[src/hdl/pstb_map.vh]
// Register offsets, field positions and reset values of the secondary time base control.
// Assumes a 32-bit APB with byte addresses; every register sits on one aligned word.
`ifndef PSTB_MAP_VH
`define PSTB_MAP_VH

// ----------------------------------------
// Register byte offsets
// ----------------------------------------
`define PSTB_CTRL_OFS 8'h00
`define PSTB_PER_OFS 8'h04
`define PSTB_CMP_OFS 8'h08
`define PSTB_STAT_OFS 8'h0c
`define PSTB_MASK_OFS 8'h10
`define PSTB_TMR_OFS 8'h14
`define PSTB_EN_OFS 8'h18

// ----------------------------------------
// Control register fields
// ----------------------------------------
`define PSTB_PS_LSB 0
`define PSTB_PS_MSB 3
`define PSTB_SRC_LSB 4
`define PSTB_SRC_MSB 6
`define PSTB_EXTERNAL_SYNC_ENABLE_BIT 7
`define PSTB_SOEN_BIT 8
`define PSTB_POL_BIT 9
`define PSTB_IMM_BIT 10
`define PSTB_IEN_BIT 11
`define PSTB_PEND_BIT 12

// ----------------------------------------
// Sync source codes
// ----------------------------------------
`define PSTB_SRC_ONE 3'h0
`define PSTB_SRC_TWO 3'h1

// ----------------------------------------
// Status and mask bits
// ----------------------------------------
`define PSTB_ST_EVT 0
`define PSTB_ST_BND 1
`define PSTB_ST_SYNC 2

// ----------------------------------------
// Compare field and reset values
// ----------------------------------------
`define PSTB_CMP_LSB 3
`define PSTB_CMP_MSB 15
`define PSTB_CTRL_RST 12'h000
`define PSTB_PER_RST 16'hffff
`define PSTB_CMP_RST 13'h0000
`define PSTB_MASK_RST 3'h0

`endif

[src/hdl/pstb_sync_sel.v]
// Routes one of the external sync inputs to the time base.
// Assumes inputs already synchronous to the bus clock.
`timescale 1ns/1ns
`include "pstb_map.vh"

module pstb_sync_sel
(
    // Selection
    input wire [2:0] src,
    // Sync inputs
    input wire sync_input_one,
    input wire sync_input_two,
    // Result
    output reg sel_level
);

    // Reserved codes pick a constant low level; the top gates them so a bad setting never syncs
    always @*
    begin
        case (src)
            `PSTB_SRC_ONE: sel_level = sync_input_one;
            `PSTB_SRC_TWO: sel_level = sync_input_two;
            default: sel_level = 1'b0;
        endcase
    end

endmodule

[src/hdl/pstb_postscale.v]
// Postscaler for the special event trigger: one trigger per ratio+1 matches.
// Assumes match is a one-cycle pulse.
`timescale 1ns/1ns

module pstb_postscale
#(
    parameter PW = 4
)
(
    // Clock and reset
    input wire pclk,
    input wire presetn,
    // Control
    input wire clear,
    input wire [PW-1:0] ratio,
    input wire match,
    // Result
    output wire trig
);

    reg [PW-1:0] cnt_q;

    // Count reaching the field value means field+1 matches seen
    assign trig = match && (cnt_q >= ratio);

    always @(posedge pclk or negedge presetn)
    begin
        if (!presetn)
            cnt_q <= {PW{1'b0}};
        else if (clear)
            cnt_q <= {PW{1'b0}};
        else if (trig)
            cnt_q <= {PW{1'b0}};
        else if (match)
            cnt_q <= cnt_q + 1'b1;
    end

endmodule

[src/hdl/pstb_top.v]
// Secondary master time base with its control register, behind an APB slave.
// Assumes all inputs synchronous to pclk; one zero-wait APB master.
//
// Added by the designer: the APB register port and the register addresses.
`timescale 1ns/1ns
`include "pstb_map.vh"

// How it works
// - With immediate update set a written period loads at once, else at the next boundary or while the time base is stopped.
// - The immediate update option touches only this secondary time base period.
// - The polarity bit makes sync input and sync output active-low when set.
// - The special event interrupt can only be raised while its enable bit is set.
// - The sync output pulses at boundaries when enabled and stays inactive otherwise.
// - The selected external sync restarts the time base only while sync enable is set.
// - Source code 000 picks sync input one, 001 input two, others pick nothing.
// - The postscaler ratio is the four-bit field value plus one.
// - The postscaler counts compare matches and emits one trigger per ratio.
module pstb_top
#(
    parameter TW = 16,
    parameter CW = 13
)
(
    // Clock and reset
    input wire pclk,
    input wire presetn,
    // APB slave
    input wire psel,
    input wire penable,
    input wire pwrite,
    input wire [7:0] paddr,
    input wire [31:0] pwdata,
    output reg [31:0] prdata,
    output reg pready,
    output reg pslverr,
    // External sync
    input wire sync_input_one,
    input wire sync_input_two,
    output reg sync_out,
    // Events
    output reg event_trigger,
    output reg period_boundary,
    output reg irq
);

    // ----------------------------------------
    // Helpers
    // ----------------------------------------

    // Level as seen through the polarity bit
    function pstb_asserted;
        input level;
        input pol;
        begin
            pstb_asserted = level ^ pol;
        end
    endfunction

    function pstb_known;
        input [7:0] addr;
        begin
            case (addr)
                `PSTB_CTRL_OFS: pstb_known = 1'b1;
                `PSTB_PER_OFS: pstb_known = 1'b1;
                `PSTB_CMP_OFS: pstb_known = 1'b1;
                `PSTB_STAT_OFS: pstb_known = 1'b1;
                `PSTB_MASK_OFS: pstb_known = 1'b1;
                `PSTB_TMR_OFS: pstb_known = 1'b1;
                `PSTB_EN_OFS: pstb_known = 1'b1;
                default: pstb_known = 1'b0;
            endcase
        end
    endfunction

    // ----------------------------------------
    // State
    // ----------------------------------------

    reg [11:0] ctrl_q;
    reg [TW-1:0] per_buf_q;
    reg [TW-1:0] per_act_q;
    reg [CW-1:0] cmp_q;
    reg [2:0] stat_q;
    reg [2:0] stat_d;
    reg [2:0] mask_q;
    reg en_q;
    reg [TW-1:0] tmr_q;
    reg sync_prev_q;
    reg [31:0] rd_mux;
    reg src_ok;

    wire acc_wr;
    wire run;
    wire pol;
    wire sel_level;
    wire sync_now;
    wire sync_hit;
    wire at_end;
    wire boundary;
    wire match;
    wire trig;
    wire evt_set;
    wire [TW-1:0] cmp_full;
    wire [2:0] sync_src;

    // ----------------------------------------
    // APB access
    // ----------------------------------------

    // Write lands at the access edge where pready is sampled high
    assign acc_wr = psel && penable && pwrite && pready;

    always @*
    begin
        rd_mux = 32'h0000_0000;
        case (paddr)
            `PSTB_CTRL_OFS:
            begin
                rd_mux[11:0] = ctrl_q;
                rd_mux[`PSTB_PEND_BIT] = stat_q[`PSTB_ST_EVT];
            end
            `PSTB_PER_OFS:
                rd_mux[TW-1:0] = per_buf_q;
            `PSTB_CMP_OFS:
                rd_mux[`PSTB_CMP_MSB:`PSTB_CMP_LSB] = cmp_q;
            `PSTB_STAT_OFS:
                rd_mux[2:0] = stat_q;
            `PSTB_MASK_OFS:
                rd_mux[2:0] = mask_q;
            `PSTB_TMR_OFS:
                rd_mux[TW-1:0] = tmr_q;
            `PSTB_EN_OFS:
                rd_mux[0] = en_q;
            default:
                rd_mux = 32'h0000_0000;
        endcase
    end

    // Answer is ready in the first access cycle: no wait states
    always @(posedge pclk or negedge presetn)
    begin
        if (!presetn)
        begin
            pready <= 1'b0;
            pslverr <= 1'b0;
            prdata <= 32'h0000_0000;
        end
        else
        begin
            pready <= psel && !penable;
            pslverr <= psel && !penable && !pstb_known(paddr);
            if (psel && !penable && !pwrite)
                prdata <= rd_mux;
        end
    end

    // ----------------------------------------
    // Software registers
    // ----------------------------------------

    // Pending flag lives in the status word, so it is not stored here
    always @(posedge pclk or negedge presetn)
    begin
        if (!presetn)
        begin
            ctrl_q <= `PSTB_CTRL_RST;
            per_buf_q <= `PSTB_PER_RST;
            cmp_q <= `PSTB_CMP_RST;
            mask_q <= `PSTB_MASK_RST;
            en_q <= 1'b0;
        end
        else if (acc_wr)
        begin
            case (paddr)
                `PSTB_CTRL_OFS:
                    ctrl_q <= pwdata[11:0];
                `PSTB_PER_OFS:
                    per_buf_q <= pwdata[TW-1:0];
                `PSTB_CMP_OFS:
                    cmp_q <= pwdata[`PSTB_CMP_MSB:`PSTB_CMP_LSB];
                `PSTB_MASK_OFS:
                    mask_q <= pwdata[2:0];
                `PSTB_EN_OFS:
                    en_q <= pwdata[0];
                default:
                    en_q <= en_q;
            endcase
        end
    end

    assign run = en_q;
    assign pol = ctrl_q[`PSTB_POL_BIT];

    // ----------------------------------------
    // Active period
    // ----------------------------------------

    // Only the secondary period is double-buffered here
    always @(posedge pclk or negedge presetn)
    begin
        if (!presetn)
            per_act_q <= `PSTB_PER_RST;
        else if (acc_wr && paddr == `PSTB_PER_OFS && ctrl_q[`PSTB_IMM_BIT])
            per_act_q <= pwdata[TW-1:0];
        else if (boundary || !run)
            per_act_q <= per_buf_q;
    end

    // ----------------------------------------
    // External sync
    // ----------------------------------------

    assign sync_src = ctrl_q[`PSTB_SRC_MSB:`PSTB_SRC_LSB];

    // A reserved code yields a low level, which an inverted polarity reads
    // as active, so the code itself must gate the sync path
    always @*
    begin
        case (sync_src)
            `PSTB_SRC_ONE: src_ok = 1'b1;
            `PSTB_SRC_TWO: src_ok = 1'b1;
            default: src_ok = 1'b0;
        endcase
    end

    pstb_sync_sel u_sel
    (
        .src(sync_src),
        .sync_input_one(sync_input_one),
        .sync_input_two(sync_input_two),
        .sel_level(sel_level)
    );

    assign sync_now = src_ok && pstb_asserted(sel_level, pol);

    // Edge, not level, so a long sync pulse restarts the count once
    assign sync_hit = run && ctrl_q[`PSTB_EXTERNAL_SYNC_ENABLE_BIT] && sync_now && !sync_prev_q;

    always @(posedge pclk or negedge presetn)
    begin
        if (!presetn)
            sync_prev_q <= 1'b0;
        else
            sync_prev_q <= sync_now;
    end

    // ----------------------------------------
    // Timer
    // ----------------------------------------

    // >= guards against a period shrunk below the running count
    assign at_end = tmr_q >= per_act_q;
    assign boundary = run && (at_end || sync_hit);

    always @(posedge pclk or negedge presetn)
    begin
        if (!presetn)
            tmr_q <= {TW{1'b0}};
        else if (!run || boundary)
            tmr_q <= {TW{1'b0}};
        else
            tmr_q <= tmr_q + 1'b1;
    end

    // ----------------------------------------
    // Special event
    // ----------------------------------------

    assign cmp_full = {cmp_q, 3'h0};
    assign match = run && (tmr_q == cmp_full);

    pstb_postscale #(.PW(4)) u_ps
    (
        .pclk(pclk),
        .presetn(presetn),
        .clear(!run),
        .ratio(ctrl_q[`PSTB_PS_MSB:`PSTB_PS_LSB]),
        .match(match),
        .trig(trig)
    );

    assign evt_set = trig && ctrl_q[`PSTB_IEN_BIT];

    // ----------------------------------------
    // Status and interrupt
    // ----------------------------------------

    // Set beats a same-cycle write-one-to-clear
    always @*
    begin
        stat_d = stat_q;
        if (acc_wr && paddr == `PSTB_STAT_OFS)
            stat_d = stat_q & ~pwdata[2:0];
        if (!ctrl_q[`PSTB_IEN_BIT])
            stat_d[`PSTB_ST_EVT] = 1'b0;
        if (evt_set)
            stat_d[`PSTB_ST_EVT] = 1'b1;
        if (boundary)
            stat_d[`PSTB_ST_BND] = 1'b1;
        if (sync_hit)
            stat_d[`PSTB_ST_SYNC] = 1'b1;
    end

    always @(posedge pclk or negedge presetn)
    begin
        if (!presetn)
        begin
            stat_q <= 3'h0;
            irq <= 1'b0;
        end
        else
        begin
            stat_q <= stat_d;
            irq <= |(stat_d & mask_q);
        end
    end

    // ----------------------------------------
    // Outputs
    // ----------------------------------------

    // Idle level follows polarity, so active-low idles high
    always @(posedge pclk or negedge presetn)
    begin
        if (!presetn)
        begin
            sync_out <= 1'b0;
            event_trigger <= 1'b0;
            period_boundary <= 1'b0;
        end
        else
        begin
            if (ctrl_q[`PSTB_SOEN_BIT])
                sync_out <= pstb_asserted(boundary, pol);
            else
                sync_out <= pol;
            event_trigger <= trig;
            period_boundary <= boundary;
        end
    end

endmodule

[config.mk]
export PLATFORM = sky130hd
export DESIGN_NAME = pstb_top
export DESIGN_NICKNAME = d
export VERILOG_FILES = /design/src/hdl/pstb_sync_sel.v /design/src/hdl/pstb_postscale.v /design/src/hdl/pstb_top.v
export VERILOG_INCLUDE_DIRS = /design/src /design/src/hdl
export SDC_FILE = /design/constraint.sdc
export NUM_CORES = 1
export LEC_CHECK = 0
export BUFFER_PORTS_ARGS = -buffer_cell sky130_fd_sc_hd__buf_2
export CAP_MARGIN = 20
export CORE_ASPECT_RATIO = 1.25
export CORE_UTILIZATION = 52
export DETAILED_ROUTE_END_ITERATION = 10
export PLACE_DENSITY = 0.84
export SLEW_MARGIN = 30
export SYNTH_ARGS = -nofsm -noshare
export SYNTH_HDL_FRONTEND = slang
export SYNTH_SLANG_ARGS = --single-unit
[constraint.sdc]
create_clock -name pclk -period 6.6 [get_ports pclk]
set_clock_uncertainty 0.05 [all_clocks]
set_input_delay 0.99 -clock pclk [delete_from_list [all_inputs] [get_ports pclk]]
set_output_delay 0.99 -clock pclk [all_outputs]
set_load 0.05 [all_outputs]
==> impl_metrics.env, run 1 <==
export IMPL_status="complete, no violations"
export IMPL_cp_cell_sequence="buf_2 > or3_1 > nor4_2 > buf_4 > and2_1 > mux2_2"
export IMPL_grt_pass1_vias=4339
export IMPL_critical_path_max_stage_delay_ps=710
export IMPL_clk_latency_ps=350
export IMPL_avgSynthCellArea_um2=10.7
export IMPL_power_density_mw_per_mm2=209
export IMPL_final_net_count=641
export IMPL_synth_top_cells_by_area="dfrtp_1, dfstp_2, mux2_2, ha_1, mux2i_1"
export IMPL_layout_drive_gt1_share_pct=26.6
export IMPL_report_final_slew_viol_count=0
export IMPL_synth_most_common_cell="dfrtp_1"
export IMPL_drt_pass1_iter_count=7
export IMPL_timing_fmax_mhz=320
export IMPL_min_period_ps=3130
export IMPL_synth_yosys_seq_area_share_pct=48.7
export IMPL_instances_no_fill=705
export IMPL_synth_edf_count=0
export IMPL_post_synth_inst_count=522
export IMPL_drtIter0Drc=426
export IMPL_switching_power_summed_over_all_nets_mw=0.316
export IMPL_ir_drop_mv=0.0990
export IMPL_worst_setup_path_start_kind="input pin"
export IMPL_setup_tns_final_ps=0
export IMPL_timing_hold_violations_final=0
export IMPL_synth_async_sr_flop_share_pct=100
export IMPL_grt_antenna_before_repair=0
export IMPL_post_synth_num_cell_types=51
export IMPL_leading_register_cell_type_out_of_synthesis="dfrtp_1"
export IMPL_core_area_mm2=0.0103
export IMPL_endpoint_kind="flip-flop"
export IMPL_num_clock_sinks=107
export IMPL_die_area_mm2=0.0112
export IMPL_tritoncts="built"
export IMPL_cts_buffer_depth=2
export IMPL_power_sequential_fraction_pct=51.7
export IMPL_rr_startpoint="tmr_q[0]"
export IMPL_worst_path_slowest_cell="and2_1"
export IMPL_die_h_um=118
export IMPL_antenna_violating_nets_remaining=0
export IMPL_detail_route_drc_violations=0
export IMPL_post_cts_resized=0
export IMPL_crit_required_ps=6780
export IMPL_worst_endpoint_arrival_ps=3310
export IMPL_path_class_of_the_lowest_slack_min_delay_path="flip-flop to flip-flop"
export IMPL_power_share_combinational_pct=7.4
export IMPL_dp_slack_ps=2790
export IMPL_total_power_consumption_of_the_routed_design_mw=1.30
export IMPL_worst_hold_stages=2
export IMPL_post_synth_top_area_cell="dfrtp_1"
export IMPL_wire_length_of_the_first_global_routing_pass_um=21400
export IMPL_timing_final_ws_setup_ps=3470
export IMPL_worstSetupPathType="input pin to flip-flop"
export IMPL_synth_seq_cells=107
export IMPL_worst_path_max_fanout=15
export IMPL_hold_end="prdata[1]"
export IMPL_sequential_area_mm2=0.00272
export IMPL_flow_area_growth_from_synthesis_pct=11.0
export IMPL_cts_htree_levels=3
export IMPL_initial_core_util_pct=54.4
export IMPL_largest_net_degree_at_the_start_of_global_routing=78
export IMPL_multi_input_comb_area_mm2=0.00258
export IMPL_final_fill_count=799
export IMPL_detailroute_via_count=4302
export IMPL_placed_cell_count=688
export IMPL_crit_reg2reg_capture="per_act_q[6]"
export IMPL_synthDominantCellAreaShare_pct=33.6
export IMPL_place_congestion=0.875
export IMPL_post_cts_buffers=0
export IMPL_synth_yosys_warnings=0
export IMPL_power_switching_share_pct=24.4
export IMPL_finalSetupViolations=0
export IMPL_cap_violations=0
export IMPL_numCtsBuffers=9
export IMPL_core_rowCount=41
export IMPL_clkPwrFrac_pct=41.0
export IMPL_number_of_port_buffers=52
export IMPL_clkSlewWorstSetupHoldPaths_ps=70
export IMPL_tightest_slew_ps=952
export IMPL_io_pin_count=85
export IMPL_slew_headroom_pct=36.3
export IMPL_syn_area_mm2=0.00558
export IMPL_cts_hold_repair_buffers=0
export IMPL_setup_repair_after_global_routing_missed_its_margin="false"
export IMPL_post_dp_hpwl_um=9280
export IMPL_avgViaCountPerCell=6.10
export IMPL_num_antenna_cells=0
export IMPL_drt_total_wl_um=13300
export IMPL_wl_per_cell_um=18.8
export IMPL_leakage_nw=2.97
export IMPL_p_int_mw=0.980
export IMPL_reg2regPathDepth=9
export IMPL_post_route_util_pct=60.4
export IMPL_globalRouteTotalUtil_pct=25.1
export IMPL_synth_top_cells_by_count="dfrtp_1, nor2_1, nand2_1"
export IMPL_global_route_overflow_total=0
export IMPL_worstHoldStart="prdata[1]"
export IMPL_layout_worst_path_cycle_share_pct=47.4
export IMPL_reg2reg_slack_ps=3660
export IMPL_die_width_um=94.7
export IMPL_cts_root_buf="clkbuf_16"
## placed cells by master, fill, tap and decap left out, drive strengths merged, types with 3 or more instances in the layout
cell type   n
a21o        3
conb       16
mux2       43
a222oi     12
o21ai      12
dfstp      32
and3        6
nand4       7
ha         23
mux2i      18
nand2      45
nand3      11
a31oi       3
xor2       10
nor2       46
buf        60
nor4        3
a21oi      26
nand2b      5
a22oi       6
nor3        6
a22o       12
inv        34
nor3b       3
clkbuf     12
and2        3
dfrtp      75
xnor2      19
## power groups by stage
stage          clock, mW  combinational, mW  sequential, mW
5_1_grt            0.564              0.103           0.670
2_1_floorplan          0             0.0449           0.700
3_5_place_dp           0             0.0954           0.681
4_1_cts            0.536             0.0958           0.669
6_report           0.530             0.0954           0.669
3_3_place_gp           0             0.0933           0.680
## routing by layer
metal  track usage (%)  share of wire, %  routed length (um)
met3              5.88               7.8                1030
met1              31.2                39                5200
met2              40.3                49                6510
met4              12.6               4.1                 543
met5                 0                 0                   0
## flip-flops by register name, summed over array words and instances, names as in the netlist, 3 cells and up
name	cells
cmp_q	13
ctrl_q	12
mask_q	3
per_act_q	16
per_buf_q	16
prdata	16
stat_q	3
tmr_q	16
u_ps.cnt_q	4
## worst max path at each step
stage,from,endpoint,cells past startpoint
CTS,tmr_q[0],per_act_q[6],9
finish,paddr[5],ctrl_q[9],6
global placement,sync_input_two,per_act_q[9],8
global route,paddr[5],ctrl_q[5],6
detailed placement,sync_input_two,per_act_q[8],8
floorplan,paddr[5],ctrl_q[10],7
## cell families after synthesis
logic type / Yosys count / synth area share (%)
simple gates: 144 / 12.6
flops: 107 / 48.7
compound gates: 87 / 11.0
buf+inv: 70 / 6.14
mux: 61 / 11.9
xor+xnor: 29 / 4.55
fa+ha+maj: 23 / 5.15
other cells: 1 / 0.0672
## critical path, delay by kind of cell
family / cells / cell delay (ps)
muxes: 1 / 420
and+or+nand+nor: 3 / 1510
buffers and inverters: 2 / 380
## stage by stage
step	hold WS (ps)	instance area (um^2)
floorplan	422	5640
global placement	410	5900
detailed placement	434	5900
CTS	448	6190
global route	471	6200
finish	447	6200
## layout make-up
class | count | share of cell area [%]
clock buffer | 12 | 3.82
clock inverter | 4 | 0.828
inverter | 33 | 2.00
multi-input combinational | 360 | 41.6
sequential | 107 | 43.9
tap | 129 | 2.60
timing repair buffer | 60 | 5.27
No activity file was read; power rests on OpenSTA's default activity.
==> run 2, diff against run 1 <==
--- a/config.mk
+++ b/config.mk
@@ -11,7 +11,7 @@
 export CORE_ASPECT_RATIO = 1.25
 export CORE_UTILIZATION = 52
 export DETAILED_ROUTE_END_ITERATION = 10
-export PLACE_DENSITY = 0.84
+export PLACE_DENSITY = 0.87
 export SLEW_MARGIN = 30
 export SYNTH_ARGS = -nofsm -noshare
 export SYNTH_HDL_FRONTEND = slang
==> constraint.sdc (replaced) <==
create_clock -name pclk -period 2.6 [get_ports pclk]
set_clock_uncertainty 0.05 [all_clocks]
set_input_delay 0.39 -clock pclk [delete_from_list [all_inputs] [get_ports pclk]]
set_output_delay 0.39 -clock pclk [all_outputs]
set_load 0.05 [all_outputs]
==> impl_metrics.env, run 2 (same netlist as run 1, synthesis figures left out) <==
export IMPL_clk_latency_ps=350
export IMPL_cap_violations=0
export IMPL_tightest_slew_ps=518
export IMPL_critical_path_max_stage_delay_ps=530
export IMPL_antenna_violating_nets_remaining=0
export IMPL_numCtsBuffers=9
export IMPL_drtIter0Drc=415
export IMPL_largest_net_degree_at_the_start_of_global_routing=59
export IMPL_worstHoldStart="pwdata[15]"
export IMPL_detail_route_drc_violations=0
export IMPL_io_pin_count=85
export IMPL_post_cts_resized=0
export IMPL_power_density_mw_per_mm2=527
export IMPL_reg2regPathDepth=8
export IMPL_final_net_count=655
export IMPL_timing_fmax_mhz=399
export IMPL_drt_total_wl_um=13900
export IMPL_slew_headroom_pct=65.4
export IMPL_status="complete, no violations"
export IMPL_avgViaCountPerCell=6.07
export IMPL_ir_drop_mv=0.272
export IMPL_num_clock_sinks=107
export IMPL_core_area_mm2=0.0103
export IMPL_power_switching_share_pct=24.7
export IMPL_worst_setup_path_start_kind="flip-flop"
export IMPL_worst_endpoint_arrival_ps=2730
export IMPL_drt_pass1_iter_count=6
export IMPL_cts_hold_repair_buffers=1
export IMPL_number_of_port_buffers=52
export IMPL_detailroute_via_count=4361
export IMPL_clkSlewWorstSetupHoldPaths_ps=70
export IMPL_layout_worst_path_cycle_share_pct=96.5
export IMPL_setup_tns_final_ps=0
export IMPL_flow_area_growth_from_synthesis_pct=13.7
export IMPL_post_cts_buffers=0
export IMPL_initial_core_util_pct=54.4
export IMPL_power_sequential_fraction_pct=50.8
export IMPL_setup_repair_after_global_routing_missed_its_margin="false"
export IMPL_crit_required_ps=2820
export IMPL_tritoncts="built"
export IMPL_num_antenna_cells=0
export IMPL_timing_hold_violations_final=0
export IMPL_core_rowCount=41
export IMPL_post_route_util_pct=61.9
export IMPL_power_share_combinational_pct=7.6
export IMPL_wl_per_cell_um=19.3
export IMPL_layout_drive_gt1_share_pct=28.8
export IMPL_worst_path_slowest_cell="dfstp_2"
export IMPL_global_route_overflow_total=0
export IMPL_worstSetupPathType="flip-flop to flip-flop"
export IMPL_path_class_of_the_lowest_slack_min_delay_path="input pin to flip-flop"
export IMPL_report_final_slew_viol_count=0
export IMPL_reg2reg_slack_ps=90
export IMPL_rr_startpoint="per_act_q[0]"
export IMPL_cts_buffer_depth=2
export IMPL_worstPathBufferInverterCount=1
export IMPL_worst_hold_stages=3
export IMPL_die_width_um=94.7
export IMPL_min_period_ps=2510
export IMPL_leakage_nw=3.06
export IMPL_grt_antenna_before_repair=0
export IMPL_endpoint_kind="flip-flop"
export IMPL_cts_root_buf="clkbuf_16"
export IMPL_cts_htree_levels=3
export IMPL_layout_cells_most_common="dfrtp_1"
export IMPL_grt_pass1_vias=4563
export IMPL_wire_length_of_the_first_global_routing_pass_um=22700
export IMPL_startpoint="per_act_q[0]"
export IMPL_hold_end="per_act_q[15]"
export IMPL_p_int_mw=2.52
export IMPL_worst_path_max_fanout=5
export IMPL_critical_path_top_delay_family="compound AO/OA/AOI/OAI gates"
export IMPL_die_area_mm2=0.0112
export IMPL_switching_power_summed_over_all_nets_mw=0.827
export IMPL_die_h_um=118
export IMPL_cp_cell_sequence="ha_1 > nand2b_1 > a2111o_1 > a32oi_1 > nand4_1 > buf_4 > mux2i_1 > a21oi_1"
export IMPL_crit_reg2reg_capture="per_act_q[4]"
export IMPL_place_congestion=0.925
export IMPL_clkPwrFrac_pct=41.6
export IMPL_globalRouteTotalUtil_pct=26.7
export IMPL_mostFrequentLayoutCells="dfrtp_1, buf_2, nor2_1"
export IMPL_finalSetupViolations=0
export IMPL_post_dp_hpwl_um=9500
==> run 2: cell types whose count changed in the layout (fill, tap and decap cells not counted), moves of 2 or more <==
cell	previous run	this run
clkinv_4	0	2
clkbuf_1	3	0
buf_12	0	2
buf_4	8	20
==> run 2: through the flow <==
stage	hold slack, ps	total power, mW	cell area [um^2]	worst slack [ps]	cells
2_1_floorplan	44.4	1.89	5640	230	537
3_3_place_gp	222	1.97	6030	254	702
3_5_place_dp	218	1.98	6030	202	702
4_1_cts	234	3.36	6350	113	719
5_1_grt	243	3.45	6350	9.82	719
6_report	241	3.34	6350	92.0	719
==> run 2: layout make-up <==
| class | count | area (um^2) |
|---|---|---|
| multi-input cells | 360 | 2580 |
| fillers | 769 | 3910 |
| repair buffers | 74 | 455 |
| well taps | 129 | 161 |
| clock inverters | 6 | 65.1 |
| flip-flops and latches | 107 | 2720 |
| clock buffers | 10 | 239 |
| inverters | 33 | 124 |
==> run 2: power groups by stage <==
stage	registers, mW	clock network [mW]	logic [mW]
6_report	1.70	1.39	0.253
5_1_grt	1.70	1.47	0.272
4_1_cts	1.70	1.40	0.254
3_5_place_dp	1.73	0	0.251
3_3_place_gp	1.73	0	0.246
2_1_floorplan	1.78	0	0.114
==> run 2: per-layer routing <==
| layer | share of wire (%) | routed length (um) | vias to the layer above | track usage [%] |
|---|---|---|---|---|
| met5 | 0 | 0 | - | 0 |
| li1 | - | - | 1936 | - |
| met4 | 3.8 | 522 | 0 | 15.6 |
| met1 | 39 | 5440 | 2158 | 33.2 |
| met3 | 6.3 | 874 | 49 | 5.04 |
| met2 | 51 | 7010 | 218 | 42.5 |
==> run 2: worst min-delay path, stage by stage <==
cell,delay (ps)
buf_2,110
nor2_1,90
a21oi_1,40
==> run 2: how the worst max path moves through the flow <==
stage                     slack [ps]  cells past startpoint      endpoint
after CTS                        110                      8  per_act_q[4]
after global routing              10                      8  per_act_q[4]
after floorplan                  230                      8     tmr_q[10]
after global placement           250                      7           irq
after detailed placement         200                      8  per_act_q[8]
final                             90                      8  per_act_q[4]
==> run 3, diff against run 2 <==
--- a/config.mk
+++ b/config.mk
@@ -15,4 +15,5 @@
 export SLEW_MARGIN = 30
 export SYNTH_ARGS = -nofsm -noshare
 export SYNTH_HDL_FRONTEND = slang
+export SYNTH_HIERARCHICAL = 1
 export SYNTH_SLANG_ARGS = --single-unit
==> impl_metrics.env, run 3 <==
export IMPL_tritoncts="built"
export IMPL_status="complete, no violations"
export IMPL_synth_yosys_seq_area_share_pct=47.6
export IMPL_die_h_um=119
export IMPL_synth_edf_count=0
export IMPL_place_congestion=0.880
export IMPL_endpoint_kind="flip-flop"
export IMPL_cts_htree_levels=3
export IMPL_numCtsBuffers=9
export IMPL_cts_root_buf="clkbuf_16"
export IMPL_stdcell_area_mm2=0.00652
export IMPL_timing_hold_violations_final=0
export IMPL_post_dp_hpwl_um=10400
export IMPL_post_dp_cell_area_mm2=0.00619
export IMPL_syn_area_mm2=0.00571
export IMPL_post_synth_top_area_cell="dfrtp_1"
export IMPL_cts_buffer_depth=2
export IMPL_post_synth_inst_count=545
export IMPL_die_area_mm2=0.0114
export IMPL_globalRouteTotalUtil_pct=26.9
export IMPL_layout_cells_most_common="dfrtp_1"
export IMPL_initial_core_util_pct=53.8
export IMPL_avgSynthCellArea_um2=10.5
export IMPL_min_period_ps=2550
export IMPL_finalSetupViolations=0
export IMPL_drt_pass1_iter_count=8
export IMPL_worst_path_max_fanout=17
export IMPL_synth_top_cells_by_count="dfrtp_1, nor2_1, a21oi_1, mux2_2, nand2_1"
export IMPL_detailroute_via_count=4607
export IMPL_wire_length_of_the_first_global_routing_pass_um=22900
export IMPL_path_class_of_the_lowest_slack_min_delay_path="input pin to asynchronous set/reset pin"
export IMPL_setup_repair_after_global_routing_missed_its_margin="true"
export IMPL_flow_area_growth_from_synthesis_pct=14.1
export IMPL_synth_yosys_warnings=6
export IMPL_post_synth_num_cell_types=59
export IMPL_power_density_mw_per_mm2=506
export IMPL_clk_latency_ps=360
export IMPL_timing_fmax_mhz=392
export IMPL_worstSetupPathType="flip-flop to flip-flop"
export IMPL_core_rowCount=42
export IMPL_worst_setup_path_start_kind="flip-flop"
export IMPL_detail_route_drc_violations=0
export IMPL_cap_violations=0
export IMPL_antenna_violating_nets_remaining=0
export IMPL_grt_antenna_before_repair=0
export IMPL_synth_most_common_cell="dfrtp_1"
export IMPL_post_route_util_pct=61.4
export IMPL_num_clock_sinks=107
export IMPL_num_antenna_cells=0
export IMPL_global_route_overflow_total=0
export IMPL_clkSlewWorstSetupHoldPaths_ps=80
export IMPL_crit_required_ps=2830
export IMPL_drt_total_wl_um=14600
export IMPL_total_power_consumption_of_the_routed_design_mw=3.30
export IMPL_wl_per_cell_um=19.5
export IMPL_die_width_um=95.8
export IMPL_tightest_slew_ps=742
export IMPL_core_area_mm2=0.0106
export IMPL_number_of_port_buffers=52
export IMPL_synth_async_sr_flop_share_pct=100
export IMPL_final_net_count=681
export IMPL_worst_endpoint_arrival_ps=2780
export IMPL_leakage_nw=2.90
export IMPL_avgViaCountPerCell=6.16
export IMPL_leading_register_cell_type_out_of_synthesis="dfrtp_1"
export IMPL_largest_net_degree_at_the_start_of_global_routing=59
export IMPL_grt_pass1_vias=4587
export IMPL_ir_drop_mv=0.454
export IMPL_drtIter0Drc=398
export IMPL_synth_top_cells_by_area="dfrtp_1, dfstp_2, mux2_2, ha_1, a21oi_1"
export IMPL_slew_headroom_pct=50.6
export IMPL_layout_drive_gt1_share_pct=30.8
export IMPL_mostFrequentLayoutCells="dfrtp_1, buf_2, nor2_1"
export IMPL_final_fill_count=790
export IMPL_report_final_slew_viol_count=0
export IMPL_post_cts_buffers=0
export IMPL_io_pin_count=85
export IMPL_layout_worst_path_cycle_share_pct=98.1
export IMPL_synthDominantCellAreaShare_pct=32.9
export IMPL_setup_tns_final_ps=0
export IMPL_cts_hold_repair_buffers=0
export IMPL_synth_seq_cells=107
[run 3: changes by cell type after synthesis, sizes merged, moves of 3 or more]
cell	before	now
a21boi	1	10
a21oi	26	46
a22o	12	5
inv	33	28
mux2i	18	4
nand2	45	41
nand2b	5	8
nand3	11	14
nand4	7	12
o21ai	12	22
[run 3: cell type report]
type	count	area (um^2)	share of cell area, %
timing repair buffer	80	498	7.64
sequential	107	2720	41.7
tap	132	165	2.53
clock inverter	7	71.3	1.09
clock buffer	9	225	3.46
multi-input combinational	385	2730	42.0
inverter	28	105	1.61
[run 3: final timing paths]
path / start / end / slack, ps / depth (start not counted)
max reg2reg: per_act_q[13] / per_act_q[3] / 50 / 8
max: per_act_q[13] / per_act_q[3] / 50 / 8
min in group pclk: pwdata[14] / per_act_q[14] / 240 / 3
min reg2reg: per_buf_q[14] / per_act_q[14] / 430 / 2
min: presetn / prdata[13] / 20 / 1
max in group asynchronous: presetn / per_buf_q[3] / 1710 / 2
[run 3: report_power, final]
group / total [mW] / internal, mW / switching (mW)
clock: 1.38 / 0.686 / 0.691
combinational: 0.227 / 0.0485 / 0.178
sequential: 1.69 / 1.68 / 0.00977
total: 3.30 / 2.42 / 0.879
[run 3: cell families after synthesis]
kind of cell / after synthesis / synth area share (%)
XOR/XNOR: 29 / 4.45
multiplexers: 49 / 9.57
AO/OA/AOI/OAI: 111 / 12.6
other: 1 / 0.0656
flip-flops: 107 / 47.6
buffers and inverters: 68 / 6.09
AND/OR/NAND/NOR: 157 / 14.7
adder cells (fa/ha/maj): 23 / 5.04
[run 3: per-layer routing]
metal	routed length, um	up-vias	track usage [%]
met5	0	-	0
met1	5390	2277	32.3
met4	655	0	13.2
met3	973	57	4.79
li1	-	2022	-
met2	7570	251	45.6
[run 3: critical path, cell delays in order, from the launching register on]
cell and delay (ps):
dfstp_2 530, inv_1 50, ha_1 280, nand4_1 150, or3_2 500, a221o_1 320, and3_4 260, a21oi_1 220
a21oi_1 110
[run 3: stage by stage]
stage               setup slack [ps]  hold slack [ps]  std cells
global route                   -10.4              105        748
detailed placement             -83.4              420        732
finish                          48.5             22.7        748
floorplan                        172             44.4        560
global placement                19.8              413        732
CTS                             55.8             61.1        748
[run 3: timing repair]
item                       in CTS  in global routing
setup endpoints to repair      17                  3
gates resized for setup         2                  4
pin swaps                       0                  1
